### config.mk
export PLATFORM = sky130hd
export DESIGN_NAME = tmr_core
export DESIGN_NICKNAME = d
export VERILOG_FILES = /design/src/include/tmr_pkg.sv /design/src/tmr_core.sv
export VERILOG_INCLUDE_DIRS = /design/src /design/src/include
export SDC_FILE = /design/constraint.sdc
export NUM_CORES = 1
export LEC_CHECK = 0
export BUFFER_PORTS_ARGS = -buffer_cell sky130_fd_sc_hd__buf_4
export CAP_MARGIN = 5
export CORE_MARGIN = 3
export CORE_UTILIZATION = 50
export CTS_BUF_LIST = sky130_fd_sc_hd__clkbuf_4
export DETAILED_ROUTE_END_ITERATION = 6
export PLACE_DENSITY = 0.81
export RECOVER_POWER = 25
export SYNTH_ARGS = -nofsm -noshare
export SYNTH_HDL_FRONTEND = slang
export SYNTH_SLANG_ARGS = --single-unit
### constraint.sdc
create_clock -name clock -period 2.9 [get_ports clock]
set_clock_uncertainty 0.15 [all_clocks]
set_input_delay 0.29 -clock clock [delete_from_list [all_inputs] [get_ports clock]]
set_output_delay 0.29 -clock clock [all_outputs]
set_load 0.1 [all_outputs]
### src/include/tmr_map.svh
`ifndef TMR_MAP_SVH
`define TMR_MAP_SVH
// ----------------------------------------------------------------------------
// register offsets (byte addresses, one 32-bit word each)
// ----------------------------------------------------------------------------
`define TMR_CTRL1_OFS      8'h00
`define TMR_CTRL2_OFS      8'h04
`define TMR_STATUS_OFS     8'h08
`define TMR_CAP1_HI_OFS    8'h0C
`define TMR_CAP1_LO_OFS    8'h10
`define TMR_CAP2_HI_OFS    8'h14
`define TMR_CAP2_LO_OFS    8'h18
`define TMR_CMP1_HI_OFS    8'h1C
`define TMR_CMP1_LO_OFS    8'h20
`define TMR_CMP2_HI_OFS    8'h24
`define TMR_CMP2_LO_OFS    8'h28
`define TMR_CNT_HI_OFS     8'h2C
`define TMR_CNT_LO_OFS     8'h30
`define TMR_POWER_OFS      8'h34
// ----------------------------------------------------------------------------
// control one fields
// ----------------------------------------------------------------------------
`define TMR_C1_CAP_IE      7
`define TMR_C1_CMP_IE      6
`define TMR_C1_PULSE_LVL   2
`define TMR_C1_TRIG_EDGE   1
`define TMR_C1_AFTER_LVL   0
// ----------------------------------------------------------------------------
// control two fields
// ----------------------------------------------------------------------------
`define TMR_C2_PIN_EN      7
`define TMR_C2_SINGLE      5
`define TMR_C2_PWM         4
`define TMR_C2_TICK_HI     3
`define TMR_C2_TICK_LO     2
`define TMR_C2_CAP2_EDGE   1
// ----------------------------------------------------------------------------
// status fields, reset values and other constants
// ----------------------------------------------------------------------------
`define TMR_ST_CAP1        7
`define TMR_ST_CMP1        6
`define TMR_ST_CAP2        4
`define TMR_ST_CMP2        3
`define TMR_CMP_RESET      16'h8000
`define TMR_CNT_RESET      16'hFFFC
`define TMR_TRIG_CAPTURE   16'hFFFD
`define TMR_COMPARE_BIAS   5
`define TMR_DIV2_MAX       2'h1
`define TMR_DIV4_MAX       2'h3
`define TMR_DIV8_MAX       3'h7
`endif

### src/include/tmr_pkg.sv
package tmr_pkg;
  // tick source encodings
  typedef enum logic [1:0] {
    TMR_TICK_DIV4 = 2'h0,
    TMR_TICK_DIV2 = 2'h1,
    TMR_TICK_DIV8 = 2'h2,
    TMR_TICK_EXT  = 2'h3
  } tmr_tick_t;

  // operating mode, one-hot
  typedef enum logic [2:0] {
    TMR_MODE_FREE   = 3'h1,
    TMR_MODE_SINGLE = 3'h2,
    TMR_MODE_PWM    = 3'h4
  } tmr_mode_t;

  // avalon slave request
  typedef struct packed {
    logic [7:0]  address;
    logic        read;
    logic        write;
    logic [31:0] writedata;
  } tmr_bus_req_t;

  // pin group
  typedef struct packed {
    logic trigger_input_pin;
    logic capture_two_input_pin;
    logic ext_clock_pin;
  } tmr_pins_t;

  // whole module state
  typedef struct packed {
    logic [7:0]  ctrl1;
    logic [7:0]  ctrl2;
    logic        cap1_flag;
    logic        cap2_flag;
    logic        cmp1_flag;
    logic        cmp2_flag;
    logic        cap1_armed;
    logic        cap2_armed;
    logic        cmp1_armed;
    logic        cmp2_armed;
    logic        cap1_inhibit;
    logic        cap2_inhibit;
    logic        cmp1_inhibit;
    logic        cmp2_inhibit;
    logic [15:0] counter;
    logic [15:0] capture_one_value;
    logic [15:0] capture_two_value;
    logic [15:0] compare_one_value;
    logic [15:0] compare_two_value;
    logic [15:0] cmp1_active;
    logic [15:0] cmp2_active;
    logic [7:0]  cap1_lo_latch;
    logic [7:0]  cap2_lo_latch;
    logic [2:0]  prescale;
    logic        trig_prev;
    logic        cap2_prev;
    logic        ext_prev;
    logic        halt_cap1;
    logic        halt_cap2;
    logic        halted;
    logic        wave;
    logic        wave_oe;
    logic        irq;
    logic        wake;
    logic        waitrequest;
    logic [31:0] readdata;
  } tmr_state_t;
endpackage

### src/tmr_core.sv
// Added by the designer: register access over Avalon-MM and the register offsets.
`timescale 1ns/1ps
`include "tmr_map.svh"

// What this block does
// - single pulse: trigger edge loads FFFC, pulse level, capture FFFD
// - trigger flag raises irq when capture enabled
// - flag clears after status read then low access; compare flags need a low write
// - single pulse match drives after-match level
// - single pulse: no compare one flag, two works
// - both mode bits set means pwm only
// - equal levels give constant waveform
// - single pulse: input two captures, trigger resets
// - compare two flags time, no waveform
// - reduced instance forces second channel off; pwm still reloads on compare two
// - pwm compare two match reloads FFFC
// - pwm matches drive level one and two
// - pwm compare values double buffered per period
// - high pulse spans compare two minus one
// - high byte write inhibits compare until low
// - pwm sets no compare flags
// - pwm period end sets capture one flag
// - pwm trigger disconnected, input two captures
// - wait mode leaves timer running, irq wakes
// - halt freezes counter, resumes, reset restarts
// - halt edge arms capture, taken at exit
// - trigger edge select chooses rising or falling
// - pin enable routes waveform to pin
// - tick select picks divider or external clock
module tmr_core
  import tmr_pkg::*;
#(
  parameter bit REDUCED  = 1'b0,
  parameter bit HAS_EXT  = 1'b1
) (
  input  wire logic         clock,
  input  wire logic         rst,
  input  wire tmr_bus_req_t bus,
  input  wire tmr_pins_t    pins,
  input  wire logic         halt_mode,
  input  wire logic         wait_mode,
  output logic              waitrequest,
  output logic [31:0]       readdata,
  output logic              waveform_output_pin,
  output logic              waveform_pin_enable,
  output logic              timer_irq,
  output logic              wake_request
);

  tmr_state_t s_q;
  tmr_state_t s_d;

  // ----------------------------------------------------------------------------
  // combinational helpers
  // ----------------------------------------------------------------------------
  tmr_mode_t   mode;
  tmr_tick_t   tsel;
  logic        tick;
  logic        trig_edge;
  logic        cap2_edge;
  logic        acc;
  logic        wr;
  logic        rd;
  logic        st_read;
  logic        cmp1_hit;
  logic        cmp2_hit;
  logic [15:0] cnt_next;
  logic        irq_next;
  logic [3:0]  flag_set;

  assign acc = bus.read | bus.write;
  // single-cycle accept: answer the cycle after the request shows up
  assign wr  = bus.write & s_q.waitrequest;
  assign rd  = bus.read & s_q.waitrequest;

  always_comb begin
    // pwm beats single pulse
    if (s_q.ctrl2[`TMR_C2_PWM])
      mode = TMR_MODE_PWM;
    else if (s_q.ctrl2[`TMR_C2_SINGLE])
      mode = TMR_MODE_SINGLE;
    else
      mode = TMR_MODE_FREE;
  end

  always_comb begin
    tsel = tmr_tick_t'(s_q.ctrl2[`TMR_C2_TICK_HI:`TMR_C2_TICK_LO]);
    // divider ticks; external without a pin never ticks, so the counter stops
    unique case (tsel)
      TMR_TICK_DIV4: tick = (s_q.prescale[1:0] == `TMR_DIV4_MAX);
      TMR_TICK_DIV2: tick = (s_q.prescale[0] == 1'b1);
      TMR_TICK_DIV8: tick = (s_q.prescale == `TMR_DIV8_MAX);
      TMR_TICK_EXT:  tick = HAS_EXT & pins.ext_clock_pin & ~s_q.ext_prev;
    endcase
    if (halt_mode)
      tick = 1'b0;
  end

  // edge detection on pins (pins are synchronous by convention)
  always_comb begin
    if (s_q.ctrl1[`TMR_C1_TRIG_EDGE])
      trig_edge = pins.trigger_input_pin & ~s_q.trig_prev;
    else
      trig_edge = ~pins.trigger_input_pin & s_q.trig_prev;
    if (s_q.ctrl2[`TMR_C2_CAP2_EDGE])
      cap2_edge = pins.capture_two_input_pin & ~s_q.cap2_prev;
    else
      cap2_edge = ~pins.capture_two_input_pin & s_q.cap2_prev;
    if (REDUCED)
      cap2_edge = 1'b0;
  end

  // compares act only on a tick and when not inhibited by a half write
  assign cmp1_hit = tick & ~s_q.cmp1_inhibit & (s_q.counter == s_q.cmp1_active);
  assign cmp2_hit = tick & ~s_q.cmp2_inhibit & (s_q.counter == s_q.cmp2_active);
  assign st_read  = rd & (bus.address == `TMR_STATUS_OFS);
  assign cnt_next = s_q.counter + 16'h0001;

  // ----------------------------------------------------------------------------
  // next state
  // ----------------------------------------------------------------------------
  always_comb begin
    s_d = s_q;
    irq_next = 1'b0;
    // flags start clear so that an event in this cycle shows up in flag_set
    s_d.cap1_flag = 1'b0;
    s_d.cap2_flag = 1'b0;
    s_d.cmp1_flag = 1'b0;
    s_d.cmp2_flag = 1'b0;
    s_d.trig_prev = pins.trigger_input_pin;
    s_d.cap2_prev = pins.capture_two_input_pin;
    s_d.ext_prev  = pins.ext_clock_pin;
    s_d.halted    = halt_mode;
    if (!halt_mode)
      s_d.prescale = s_q.prescale + 3'h1;
    // counter runs through wait untouched
    if (tick)
      s_d.counter = cnt_next;

    // free-running compare mode (plain compare follows, kept short)
    if (mode == TMR_MODE_FREE) begin
      if (cmp1_hit) begin
        s_d.cmp1_flag = 1'b1;
        s_d.wave = s_q.ctrl1[`TMR_C1_AFTER_LVL];
      end
      if (cmp2_hit && !REDUCED)
        s_d.cmp2_flag = 1'b1;
      if (trig_edge && !s_q.cap1_inhibit) begin
        s_d.cap1_flag = 1'b1;
        s_d.capture_one_value = s_q.counter;
      end
    end

    // single pulse
    if (mode == TMR_MODE_SINGLE) begin
      if (cmp1_hit)
        s_d.wave = s_q.ctrl1[`TMR_C1_AFTER_LVL];
      if (cmp2_hit && !REDUCED)
        s_d.cmp2_flag = 1'b1;
      if (trig_edge) begin
        s_d.counter = `TMR_CNT_RESET;
        s_d.wave = s_q.ctrl1[`TMR_C1_PULSE_LVL];
        s_d.cap1_flag = 1'b1;
        s_d.capture_one_value = `TMR_TRIG_CAPTURE;
      end
    end

    // pwm: trigger pin ignored, no compare flags
    if (mode == TMR_MODE_PWM) begin
      if (cmp1_hit)
        s_d.wave = s_q.ctrl1[`TMR_C1_AFTER_LVL];
      if (cmp2_hit) begin
        s_d.wave = s_q.ctrl1[`TMR_C1_PULSE_LVL];
        s_d.counter = `TMR_CNT_RESET;
        s_d.cap1_flag = 1'b1;
        s_d.cmp1_active = s_q.compare_one_value;
        s_d.cmp2_active = s_q.compare_two_value;
      end
    end else begin
      s_d.cmp1_active = s_q.compare_one_value;
      s_d.cmp2_active = s_q.compare_two_value;
    end

    // second capture works in every mode unless reduced
    if (cap2_edge && !s_q.cap2_inhibit) begin
      s_d.cap2_flag = 1'b1;
      s_d.capture_two_value = s_q.counter;
    end

    // halt: remember edges, capture at exit with counter then present
    if (halt_mode) begin
      if (trig_edge && mode == TMR_MODE_FREE)
        s_d.halt_cap1 = 1'b1;
      if (cap2_edge)
        s_d.halt_cap2 = 1'b1;
      s_d.cap1_flag = 1'b0; // no new set while frozen, old flags folded back below
      s_d.cap2_flag = 1'b0;
      s_d.capture_one_value = s_q.capture_one_value;
      s_d.capture_two_value = s_q.capture_two_value;
      s_d.counter = s_q.counter;
      s_d.wave = s_q.wave;
    end else if (s_q.halted) begin
      if (s_q.halt_cap1) begin
        s_d.cap1_flag = 1'b1;
        s_d.capture_one_value = s_q.counter;
      end
      if (s_q.halt_cap2) begin
        s_d.cap2_flag = 1'b1;
        s_d.capture_two_value = s_q.counter;
      end
      s_d.halt_cap1 = 1'b0;
      s_d.halt_cap2 = 1'b0;
    end

    // remember this cycle's sets, then fold the old flags back in
    flag_set = {s_d.cap1_flag, s_d.cap2_flag, s_d.cmp1_flag, s_d.cmp2_flag};
    s_d.cap1_flag = s_d.cap1_flag | s_q.cap1_flag;
    s_d.cap2_flag = s_d.cap2_flag | s_q.cap2_flag;
    s_d.cmp1_flag = s_d.cmp1_flag | s_q.cmp1_flag;
    s_d.cmp2_flag = s_d.cmp2_flag | s_q.cmp2_flag;

    // status read arms the flags that are set at that moment
    if (st_read) begin
      s_d.cap1_armed = s_q.cap1_flag;
      s_d.cap2_armed = s_q.cap2_flag;
      s_d.cmp1_armed = s_q.cmp1_flag;
      s_d.cmp2_armed = s_q.cmp2_flag;
    end

    // bus accesses; clears lose to a set in the same cycle
    s_d.waitrequest = ~(acc & s_q.waitrequest);
    s_d.readdata = 32'h0000_0000;
    if (wr) begin
      unique case (bus.address)
        `TMR_CTRL1_OFS: s_d.ctrl1 = bus.writedata[7:0];
        `TMR_CTRL2_OFS: s_d.ctrl2 = bus.writedata[7:0];
        `TMR_CMP1_HI_OFS: begin
          s_d.compare_one_value[15:8] = bus.writedata[7:0];
          s_d.cmp1_inhibit = 1'b1;
        end
        `TMR_CMP1_LO_OFS: begin
          s_d.compare_one_value[7:0] = bus.writedata[7:0];
          s_d.cmp1_inhibit = 1'b0;
          if (s_q.cmp1_armed && !flag_set[1])
            s_d.cmp1_flag = 1'b0;
          s_d.cmp1_armed = 1'b0;
        end
        `TMR_CMP2_HI_OFS: begin
          s_d.compare_two_value[15:8] = bus.writedata[7:0];
          s_d.cmp2_inhibit = 1'b1;
        end
        `TMR_CMP2_LO_OFS: begin
          s_d.compare_two_value[7:0] = bus.writedata[7:0];
          s_d.cmp2_inhibit = 1'b0;
          if (s_q.cmp2_armed && !flag_set[0])
            s_d.cmp2_flag = 1'b0;
          s_d.cmp2_armed = 1'b0;
        end
        `TMR_CAP1_LO_OFS: begin
          if (s_q.cap1_armed && !flag_set[3])
            s_d.cap1_flag = 1'b0;
          s_d.cap1_armed = 1'b0;
        end
        `TMR_CAP2_LO_OFS: begin
          if (s_q.cap2_armed && !flag_set[2])
            s_d.cap2_flag = 1'b0;
          s_d.cap2_armed = 1'b0;
        end
        default: ;
      endcase
    end
    if (rd) begin
      unique case (bus.address)
        `TMR_CTRL1_OFS:  s_d.readdata = {24'h000000, s_q.ctrl1};
        `TMR_CTRL2_OFS:  s_d.readdata = {24'h000000, s_q.ctrl2};
        `TMR_STATUS_OFS: s_d.readdata = {24'h000000, s_q.cap1_flag, s_q.cmp1_flag, 1'b0,
                                         s_q.cap2_flag, s_q.cmp2_flag, 3'h0};
        `TMR_CAP1_HI_OFS: begin
          s_d.readdata = {24'h000000, s_q.capture_one_value[15:8]};
          s_d.cap1_lo_latch = s_q.capture_one_value[7:0];
          s_d.cap1_inhibit = 1'b1;
        end
        `TMR_CAP1_LO_OFS: begin
          s_d.readdata = {24'h000000, s_q.cap1_inhibit ? s_q.cap1_lo_latch : s_q.capture_one_value[7:0]};
          s_d.cap1_inhibit = 1'b0;
          if (s_q.cap1_armed && !flag_set[3])
            s_d.cap1_flag = 1'b0;
          s_d.cap1_armed = 1'b0;
        end
        `TMR_CAP2_HI_OFS: begin
          s_d.readdata = REDUCED ? 32'h0000_0000 : {24'h000000, s_q.capture_two_value[15:8]};
          s_d.cap2_lo_latch = s_q.capture_two_value[7:0];
          s_d.cap2_inhibit = ~REDUCED;
        end
        `TMR_CAP2_LO_OFS: begin
          s_d.readdata = REDUCED ? 32'h0000_0000 :
                         {24'h000000, s_q.cap2_inhibit ? s_q.cap2_lo_latch : s_q.capture_two_value[7:0]};
          s_d.cap2_inhibit = 1'b0;
          if (s_q.cap2_armed && !flag_set[2])
            s_d.cap2_flag = 1'b0;
          s_d.cap2_armed = 1'b0;
        end
        `TMR_CMP1_HI_OFS: s_d.readdata = {24'h000000, s_q.compare_one_value[15:8]};
        `TMR_CMP1_LO_OFS: s_d.readdata = {24'h000000, s_q.compare_one_value[7:0]};
        // reduced instance: compare two is write-only, reads give zero
        `TMR_CMP2_HI_OFS: s_d.readdata = REDUCED ? 32'h0000_0000 : {24'h000000, s_q.compare_two_value[15:8]};
        `TMR_CMP2_LO_OFS: s_d.readdata = REDUCED ? 32'h0000_0000 : {24'h000000, s_q.compare_two_value[7:0]};
        `TMR_CNT_HI_OFS:  s_d.readdata = {24'h000000, s_q.counter[15:8]};
        `TMR_CNT_LO_OFS:  s_d.readdata = {24'h000000, s_q.counter[7:0]};
        `TMR_POWER_OFS:   s_d.readdata = {30'h0000_0000, s_q.halted, wait_mode};
        default:          s_d.readdata = 32'h0000_0000;
      endcase
    end

    // reduced instance keeps the second channel flags and capture value dead
    if (REDUCED) begin
      s_d.cap2_flag = 1'b0;
      s_d.cmp2_flag = 1'b0;
      s_d.capture_two_value = 16'h0000;
    end

    // interrupt request; also serves as wake from wait
    irq_next = (s_d.ctrl1[`TMR_C1_CAP_IE] & (s_d.cap1_flag | s_d.cap2_flag)) |
               (s_d.ctrl1[`TMR_C1_CMP_IE] & (s_d.cmp1_flag | s_d.cmp2_flag));
    s_d.irq  = irq_next;
    s_d.wake = irq_next & wait_mode;
    s_d.wave_oe = s_d.ctrl2[`TMR_C2_PIN_EN];
  end

  // ----------------------------------------------------------------------------
  // state register
  // ----------------------------------------------------------------------------
  always_ff @(posedge clock) begin
    if (rst) begin
      s_q <= '0;
      s_q.counter <= `TMR_CNT_RESET;
      s_q.compare_one_value <= `TMR_CMP_RESET;
      s_q.compare_two_value <= `TMR_CMP_RESET;
      s_q.cmp1_active <= `TMR_CMP_RESET;
      s_q.cmp2_active <= `TMR_CMP_RESET;
      s_q.waitrequest <= 1'b1;
      // idle-low pins give no false edge after reset; falling edges are selected at reset, so an idle-high pin shows none either
      s_q.trig_prev <= 1'b0;
      s_q.cap2_prev <= 1'b0;
    end else begin
      s_q <= s_d;
    end
  end

  assign waitrequest         = s_q.waitrequest;
  assign readdata            = s_q.readdata;
  assign waveform_output_pin = s_q.wave;
  assign waveform_pin_enable = s_q.wave_oe;
  assign timer_irq           = s_q.irq;
  assign wake_request        = s_q.wake;

  // ----------------------------------------------------------------------------
  // checks
  // ----------------------------------------------------------------------------
  chk_trig_reload: assert property (@(posedge clock) disable iff (rst)
    (mode == TMR_MODE_SINGLE && trig_edge && !halt_mode) |=> (s_q.counter == 16'hFFFC && s_q.cap1_flag &&
    s_q.capture_one_value == 16'hFFFD)) else $error("trigger reload wrong");
  chk_pwm_reload: assert property (@(posedge clock) disable iff (rst)
    (mode == TMR_MODE_PWM && cmp2_hit && !halt_mode) |=> (s_q.counter == 16'hFFFC && s_q.cap1_flag))
    else $error("pwm period reload wrong");
  chk_pwm_noflag: assert property (@(posedge clock) disable iff (rst)
    (mode == TMR_MODE_PWM && !s_q.cmp1_flag) |=> !s_q.cmp1_flag) else $error("pwm set compare flag");
  chk_single_noflag: assert property (@(posedge clock) disable iff (rst)
    (mode == TMR_MODE_SINGLE && !s_q.cmp1_flag && $stable(s_q.ctrl2)) |=> !s_q.cmp1_flag)
    else $error("single pulse set compare one flag");
  chk_halt_hold: assert property (@(posedge clock) disable iff (rst)
    (halt_mode && s_q.halted) |=> $stable(s_q.counter)) else $error("counter moved in halt");
  chk_irq_cap: assert property (@(posedge clock) disable iff (rst)
    (s_q.cap1_flag && s_q.ctrl1[`TMR_C1_CAP_IE]) |-> timer_irq) else $error("capture irq missing");
  chk_reduced_off: assert property (@(posedge clock) disable iff (rst)
    REDUCED |-> (!s_q.cap2_flag && !s_q.cmp2_flag)) else $error("reduced flags set");
  chk_cmp_inhibit: assert property (@(posedge clock) disable iff (rst)
    (s_q.cmp1_inhibit && mode == TMR_MODE_FREE && !s_q.cmp1_flag) |=> !s_q.cmp1_flag)
    else $error("compare active while inhibited");
  chk_bus_answer: assert property (@(posedge clock) disable iff (rst)
    (acc && s_q.waitrequest) |=> !waitrequest) else $error("bus answer late");
  cov_single: cover property (@(posedge clock) disable iff (rst) mode == TMR_MODE_SINGLE && trig_edge);
  cov_pwm: cover property (@(posedge clock) disable iff (rst) mode == TMR_MODE_PWM && cmp2_hit);
  cov_halt: cover property (@(posedge clock) disable iff (rst) s_q.halted && !halt_mode && s_q.halt_cap2);
endmodule

# --- Word level (Yosys, flattened, before mapping) ---
# Cells that the tools add are included.
classes:
  n_reduce_logical: 35
  n_mux: 78
  add_sub_neg: 2
  n_eq_ne: 26
  n_bitwise: 33
op_table:
  columns: ["operator", "count"]
  rows:
  - ["two-way mux 32 bit", 5]
  - ["two-way mux 16 bit", 8]
  - ["one-hot mux 8 bit (14 select lines)", 1]
  - ["equality test 8 x 6 -> 1 bit, second input constant", 6]
  - ["two-way mux 1 bit", 44]
  - ["equality test 16 bit", 2]
  - ["equality test 8 x 5 -> 1 bit, second input constant", 4]
  - ["two-way mux 8 bit", 4]
  - ["AND reduction 2 bit", 14]
  - ["two-way mux 24 bit", 1]
  - ["adder 16 x 1 -> 16 bit, second input constant", 1]
  - ["bitwise AND 1 bit", 16]
  - ["equality test 8 x 4 -> 1 bit, second input constant", 2]
  - ["two-way mux 2 bit", 8]
  - ["nonzero test 2 bit", 5]
  - ["NOT 1 bit", 9]
  - ["equality test 8 x 3 -> 1 bit, second input constant", 1]
  - ["logical NOT 8 bit", 1]
  - ["bitwise OR 1 bit", 8]
  - ["one-hot mux 1 bit (2 select lines)", 4]
  - ["logical AND 1 bit", 7]
  - ["equality test 2 bit, second input constant", 3]
  - ["equality test 3 bit, second input constant", 2]
  - ["logical NOT 1 bit", 6]
  - ["other kinds (11)", 12]
totals:
  input_bits: 49
  ff_bits: 201
  out_inout_bits: 37
  elab_cells: 213

# --- Logic depth before layout (Yosys ltp) ---
logic_depth:
  ltp_word: 25
  depth_mapped: 9
  depth_no_buf: 8

# --- Least setup slack after synthesis ---
# OpenSTA, ideal clock, no wires.
synth_path:
  kind: "reg2reg"
  from: "register waitrequest (netlist name)"
  to: "register s_q, in the netlist wake_request"
  slack_ns: 0.287
  arrival_time_ns: 2.345
  period_less_slack_ns: 2.613
  path_buffers: 1
  setup_time_ns: 0.117
  required_time_ns: 2.633
  path_stages_with_launch: 8
  cell_sequence: "dfxtp_1 -> nand2_1 -> or3_1 -> clkbuf_1 -> o21ai_0 -> o31a_1 -> nand3_1 -> a32o_1"
synth_between:
  elab_chain_cells: 9
  word_cells_on_any_way: 14
  classes_between: "mux (6); bitwise (8)"
synth_lines:
  columns: ["item", "line", "rtl"]
  rows:
  - ["bitwise AND 1 bit", "tmr_core.sv:73", "assign wr = bus.write & s_q.waitrequest;"]
  - ["two-way mux 24 bit", "tmr_core.sv:233", "if (wr) begin"]
  - ["two-way mux 1 bit (on tied branches)", "tmr_core.sv:286, tmr_core.sv:299", null]
  - ["two-way mux 1 bit", "tmr_core.sv:273", "unique case (bus.address)"]
  - ["two-way mux 2 bit", "tmr_core.sv:272", "if (rd) begin"]
  - ["bitwise OR 1 bit", "tmr_core.sv:323", "irq_next = (s_d.ctrl1[`TMR_C1_CAP_IE] & (s_d.cap1_flag | s_d.cap2_flag)) |"]
  - ["bitwise AND 1 bit", "tmr_core.sv:323", null]
  - ["bitwise OR 1 bit *", "tmr_core.sv:323", null]
  - ["bitwise AND 1 bit *", "tmr_core.sv:326", "s_d.wake = irq_next & wait_mode;"]
  - ["end, declared", "tmr_core.sv:50", "tmr_state_t s_q;"]
# Every way passes the cells marked *; elsewhere a longest branch is shown, timed or not.
# A chain may end at the register's enable or synchronous reset.

# --- Worst setup path in the final report ---
layout_path:
  from: "register s_q[43] (netlist bit)"
  to: "register s_q[162] (netlist bit)"
layout_between:
  elab_chain_cells: 8
  word_cells_on_any_way: 11
  classes_between: "eq/ne (2); mux (7); bitwise (2)"
layout_lines:
  columns: ["item", "line", "rtl"]
  rows:
  - ["equality test 3 bit (no line) / equality test 2 bit (equally long branches)", null, null]
  - ["one-hot mux 1 bit (4 select lines) *", "tmr_core.sv:89", "unique case (tsel)"]
  - ["two-way mux 1 bit *", "tmr_core.sv:95", "if (halt_mode)"]
  - ["two-way mux 16 bit", "tmr_core.sv:137", "if (tick)"]
  - ["two-way mux 32 bit", "tmr_core.sv:160", "if (trig_edge) begin"]
  - ["two-way mux 32 bit", "tmr_core.sv:155", "if (mode == TMR_MODE_SINGLE) begin"]
  - ["two-way mux 16 bit", "tmr_core.sv:172", "if (cmp2_hit) begin"]
  - ["two-way mux 16 bit *", "tmr_core.sv:169", "if (mode == TMR_MODE_PWM) begin"]
# Marked as above.

==> qor.txt <==
Final antenna-violating net count = 0
Arr. time, crit path = 3050 ps
DRT iter0 DRCs = 1,298
Post-DP Area = 8692 µm²
# nets final = 1,047
Mapped Avg Cell Area = 8.582 µm²
I/O Buffers = 37
Critical Path RT = 3240 ps
Warnings from Yosys = 0
# IOs = 86
CTS Sinks = 177
Fin area = 9046 µm²
Slew margin rel. = -4.533%
Syn Std Cell Area = 8162 µm²
Synth cell types = 62
Worst Max-Slew Pin Slew = 1568 ps
Setup TNS Final = 0 ps
Initial antenna violation count = 1
Failing checks = DRC, capacitance limit, slew limit
Critical Path End Type = flop
CTS root buffer = clkbuf_4
Post-route DRC = 9
Detailed placer's ending HPWL = 17.69 mm
Die Y = 133.8 µm
Global-route wire length before repair = 38.36 mm
Post-synthesis cell count = 951
Dpl ws = 206.6 ps
Max-slew violations = 78
Final hold viol count = 0
GRT Total Usage = 27.83%
Clock Latency Late Sink = 590 ps
Cell Pwr Density = 471.4 nW/µm²
Hold WC Path Type = input pin to flop
Synth-to-layout area growth = 10.84%
Register area share after synthesis = 43.42%
Num CTS Buffers = 17
Starting density of the core = 51.19%
Seq cells post-synth = 177
Final setup fails = 0
Outcome = complete, but fails checks
Resized cells post-CTS = 0
Total die area = 17,890 µm²
CTS H-tree lvls = 4
DIE WIDTH = 133.8 µm
RSZ-0062 raised after global routing = false
RD Place Congestion = 1.026
Core area = 15,940 µm²
Pleak = 3.392 nW
Proportion of layout cells with a drive suffix above 1 = 13.19%
Prevailing post-synth register cell = dfxtp_1
CTS tree = done
Worst ir drop on vdd = 0.0002815 V
Pre-antenna DRT Iters = 7
Critical path class = flop to flop
Vias per cell = 6.222
Final WL = 25.24 mm
Max-Cap Viols = 1
EDFF count, synth = 0
# rows = 46
Total gr overflow = 0
Routed len/inst = 20.61 µm
Worst setup SP type = flop
Crit Path Max Fanout = 9
Clock-pin slew on the worst setup and hold paths = 140 ps
Final setup margin = 185.6 ps
Vias in the first global route = 6,870
Final worst path period share = 93.60%
Pin count of the biggest net entering global routing = 78
DR vias = 7,622
Synth async-reset ratio = 0%
F_max = 0.3684 GHz
Clock tree buffer depth = 2
Min Tclk post-route = 2714 ps
Hold_ws = 63.18 ps
[cells in the mapped netlist (4+ instances only)]
cell type  instances  share of area [%]
nor3_1            15               0.92
and2_1             5               0.38
o21ai_0           15               0.92
and3_1             8               0.61
xnor2_1            4               0.43
a22oi_1           15                1.4
a221oi_1          16                1.7
nand2b_1           4               0.31
a31oi_1            9               0.69
o31ai_1           12                1.1
inv_1             15               0.69
nor4_1            11               0.84
dfxtp_1          177                 43
xor2_1            31                3.3
o221a_2           15                2.1
nand3_1           50                3.1
or4_1              4               0.37
nor2_1            85                3.9
nand4_1            9               0.69
mux2_2             4               0.55
mux2i_1           68                8.3
nor2b_1            4               0.31
a222oi_1           5               0.61
clkbuf_1          62                2.9
nand2_1          130                6.0
a21oi_1           85                5.2
buf_4             32                2.9
buf_2              7               0.43
[state kept, by name, summed over array words and instances (netlist names)]
| register | flops |
|---|---|
| s_q | 165 |
| waveform_output_pin | 1 |
| readdata | 8 |
| wake_request | 1 |
| timer_irq | 1 |
| waitrequest | 1 |
[area by class of cell]
class | instances | area (µm²)
Sequential cell | 177 | 3543
Inverter | 15 | 56.30
Multi-Input combinational cell | 677 | 4126
Clock buffer | 17 | 127.6
Clock inverter | 15 | 118.9
Antenna cell | 1 | 2.502
Tap cell | 216 | 270.3
Fill cell | 1419 | 6897
Timing Repair Buffer | 107 | 800.8
[worst max-delay path, stage by stage (launching register included)]
cell	delay, ps
dfxtp_1	370
ha_1	240
ha_1	200
mux4_2	550
nand4_1	180
o211ai_1	240
buf_4	270
nor3b_1	270
a22oi_1	130
[cells by family after synthesis]
group,after synthesis,synth area share [%]
AOI/OAI and AO/OA,197,16.28
xor gates and xnor gates,35,3.756
adders and majority gates,3,0.4600
buffers and inverters,120,7.282
DFF,177,43.42
muxes,74,9.443
other,1,0.04595
and+or+nand+nor,344,19.32
[timing repair]
item / CTS / global route
buffers inserted: 0 / 0
hold buffers: 16 / 0
endpoints found under the hold margin: 66 / 0
[where the power goes]
| group | switching [W] | total [W] | internal, W |
|---|---|---|---|
| clock | 0.000877 | 0.00129 | 0.000414 |
| sequential | 0.0000292 | 0.00250 | 0.00247 |
| combinational | 0.000354 | 0.000477 | 0.000123 |
[worst paths after layout]
| kind | startpoint | end | slack [ps] | cells past startpoint |
|---|---|---|---|---|
| min | halt_mode | s_q[143]$_SDFFE_PP0N_ | 60 | 5 |
| max | s_q[43]$_SDFFE_PP0N_ | s_q[162]$_SDFFE_PP1N_ | 190 | 8 |
| max reg2reg | s_q[43]$_SDFFE_PP0N_ | s_q[162]$_SDFFE_PP1N_ | 190 | 8 |
| min reg2reg | s_q[46]$_SDFFE_PP0P_ | s_q[46]$_SDFFE_PP0P_ | 310 | 2 |
[placed cells by master, fill, tap and decap left out, types with 5 or more instances in the layout]
cell type        n
a21oi_1         85
nor4_1          11
nor3_1          15
dlygate4sd3_1   16
o21ai_0         15
nor2_1          84
a31oi_1          9
o221a_2         15
a222oi_1         5
nand3_1         50
buf_4           75
a22oi_1         15
a221oi_1        16
xor2_1          31
inv_1           15
and3_1           8
dfxtp_1        177
clkbuf_1        14
mux2i_1         68
clkinvlp_4       5
clkbuf_4        17
nand4_1          9
conb_1          24
nand2_1        130
o31ai_1         11
[per-stage QoR]
stage / power, W / utilization (%) / cells
after global routing: 0.004397 / 56.74 / 1225
after detailed placement: 0.002995 / 54.52 / 1176
final: 0.004265 / 56.74 / 1225
after CTS: 0.004248 / 57.07 / 1224
after floorplan: 0.002889 / - / 974
after global placement: 0.002988 / 54.52 / 1176
[routing by layer]
layer  GRT usage [%]  vias up  wire length (µm)
met3           9.856      104              3589
li1                -     3412                 -
met2           39.61      577             10540
met1           37.45     3529              9791
met5               0        -                 0
met4           13.71        0              1315
Power figures use the tool's default switching activity.
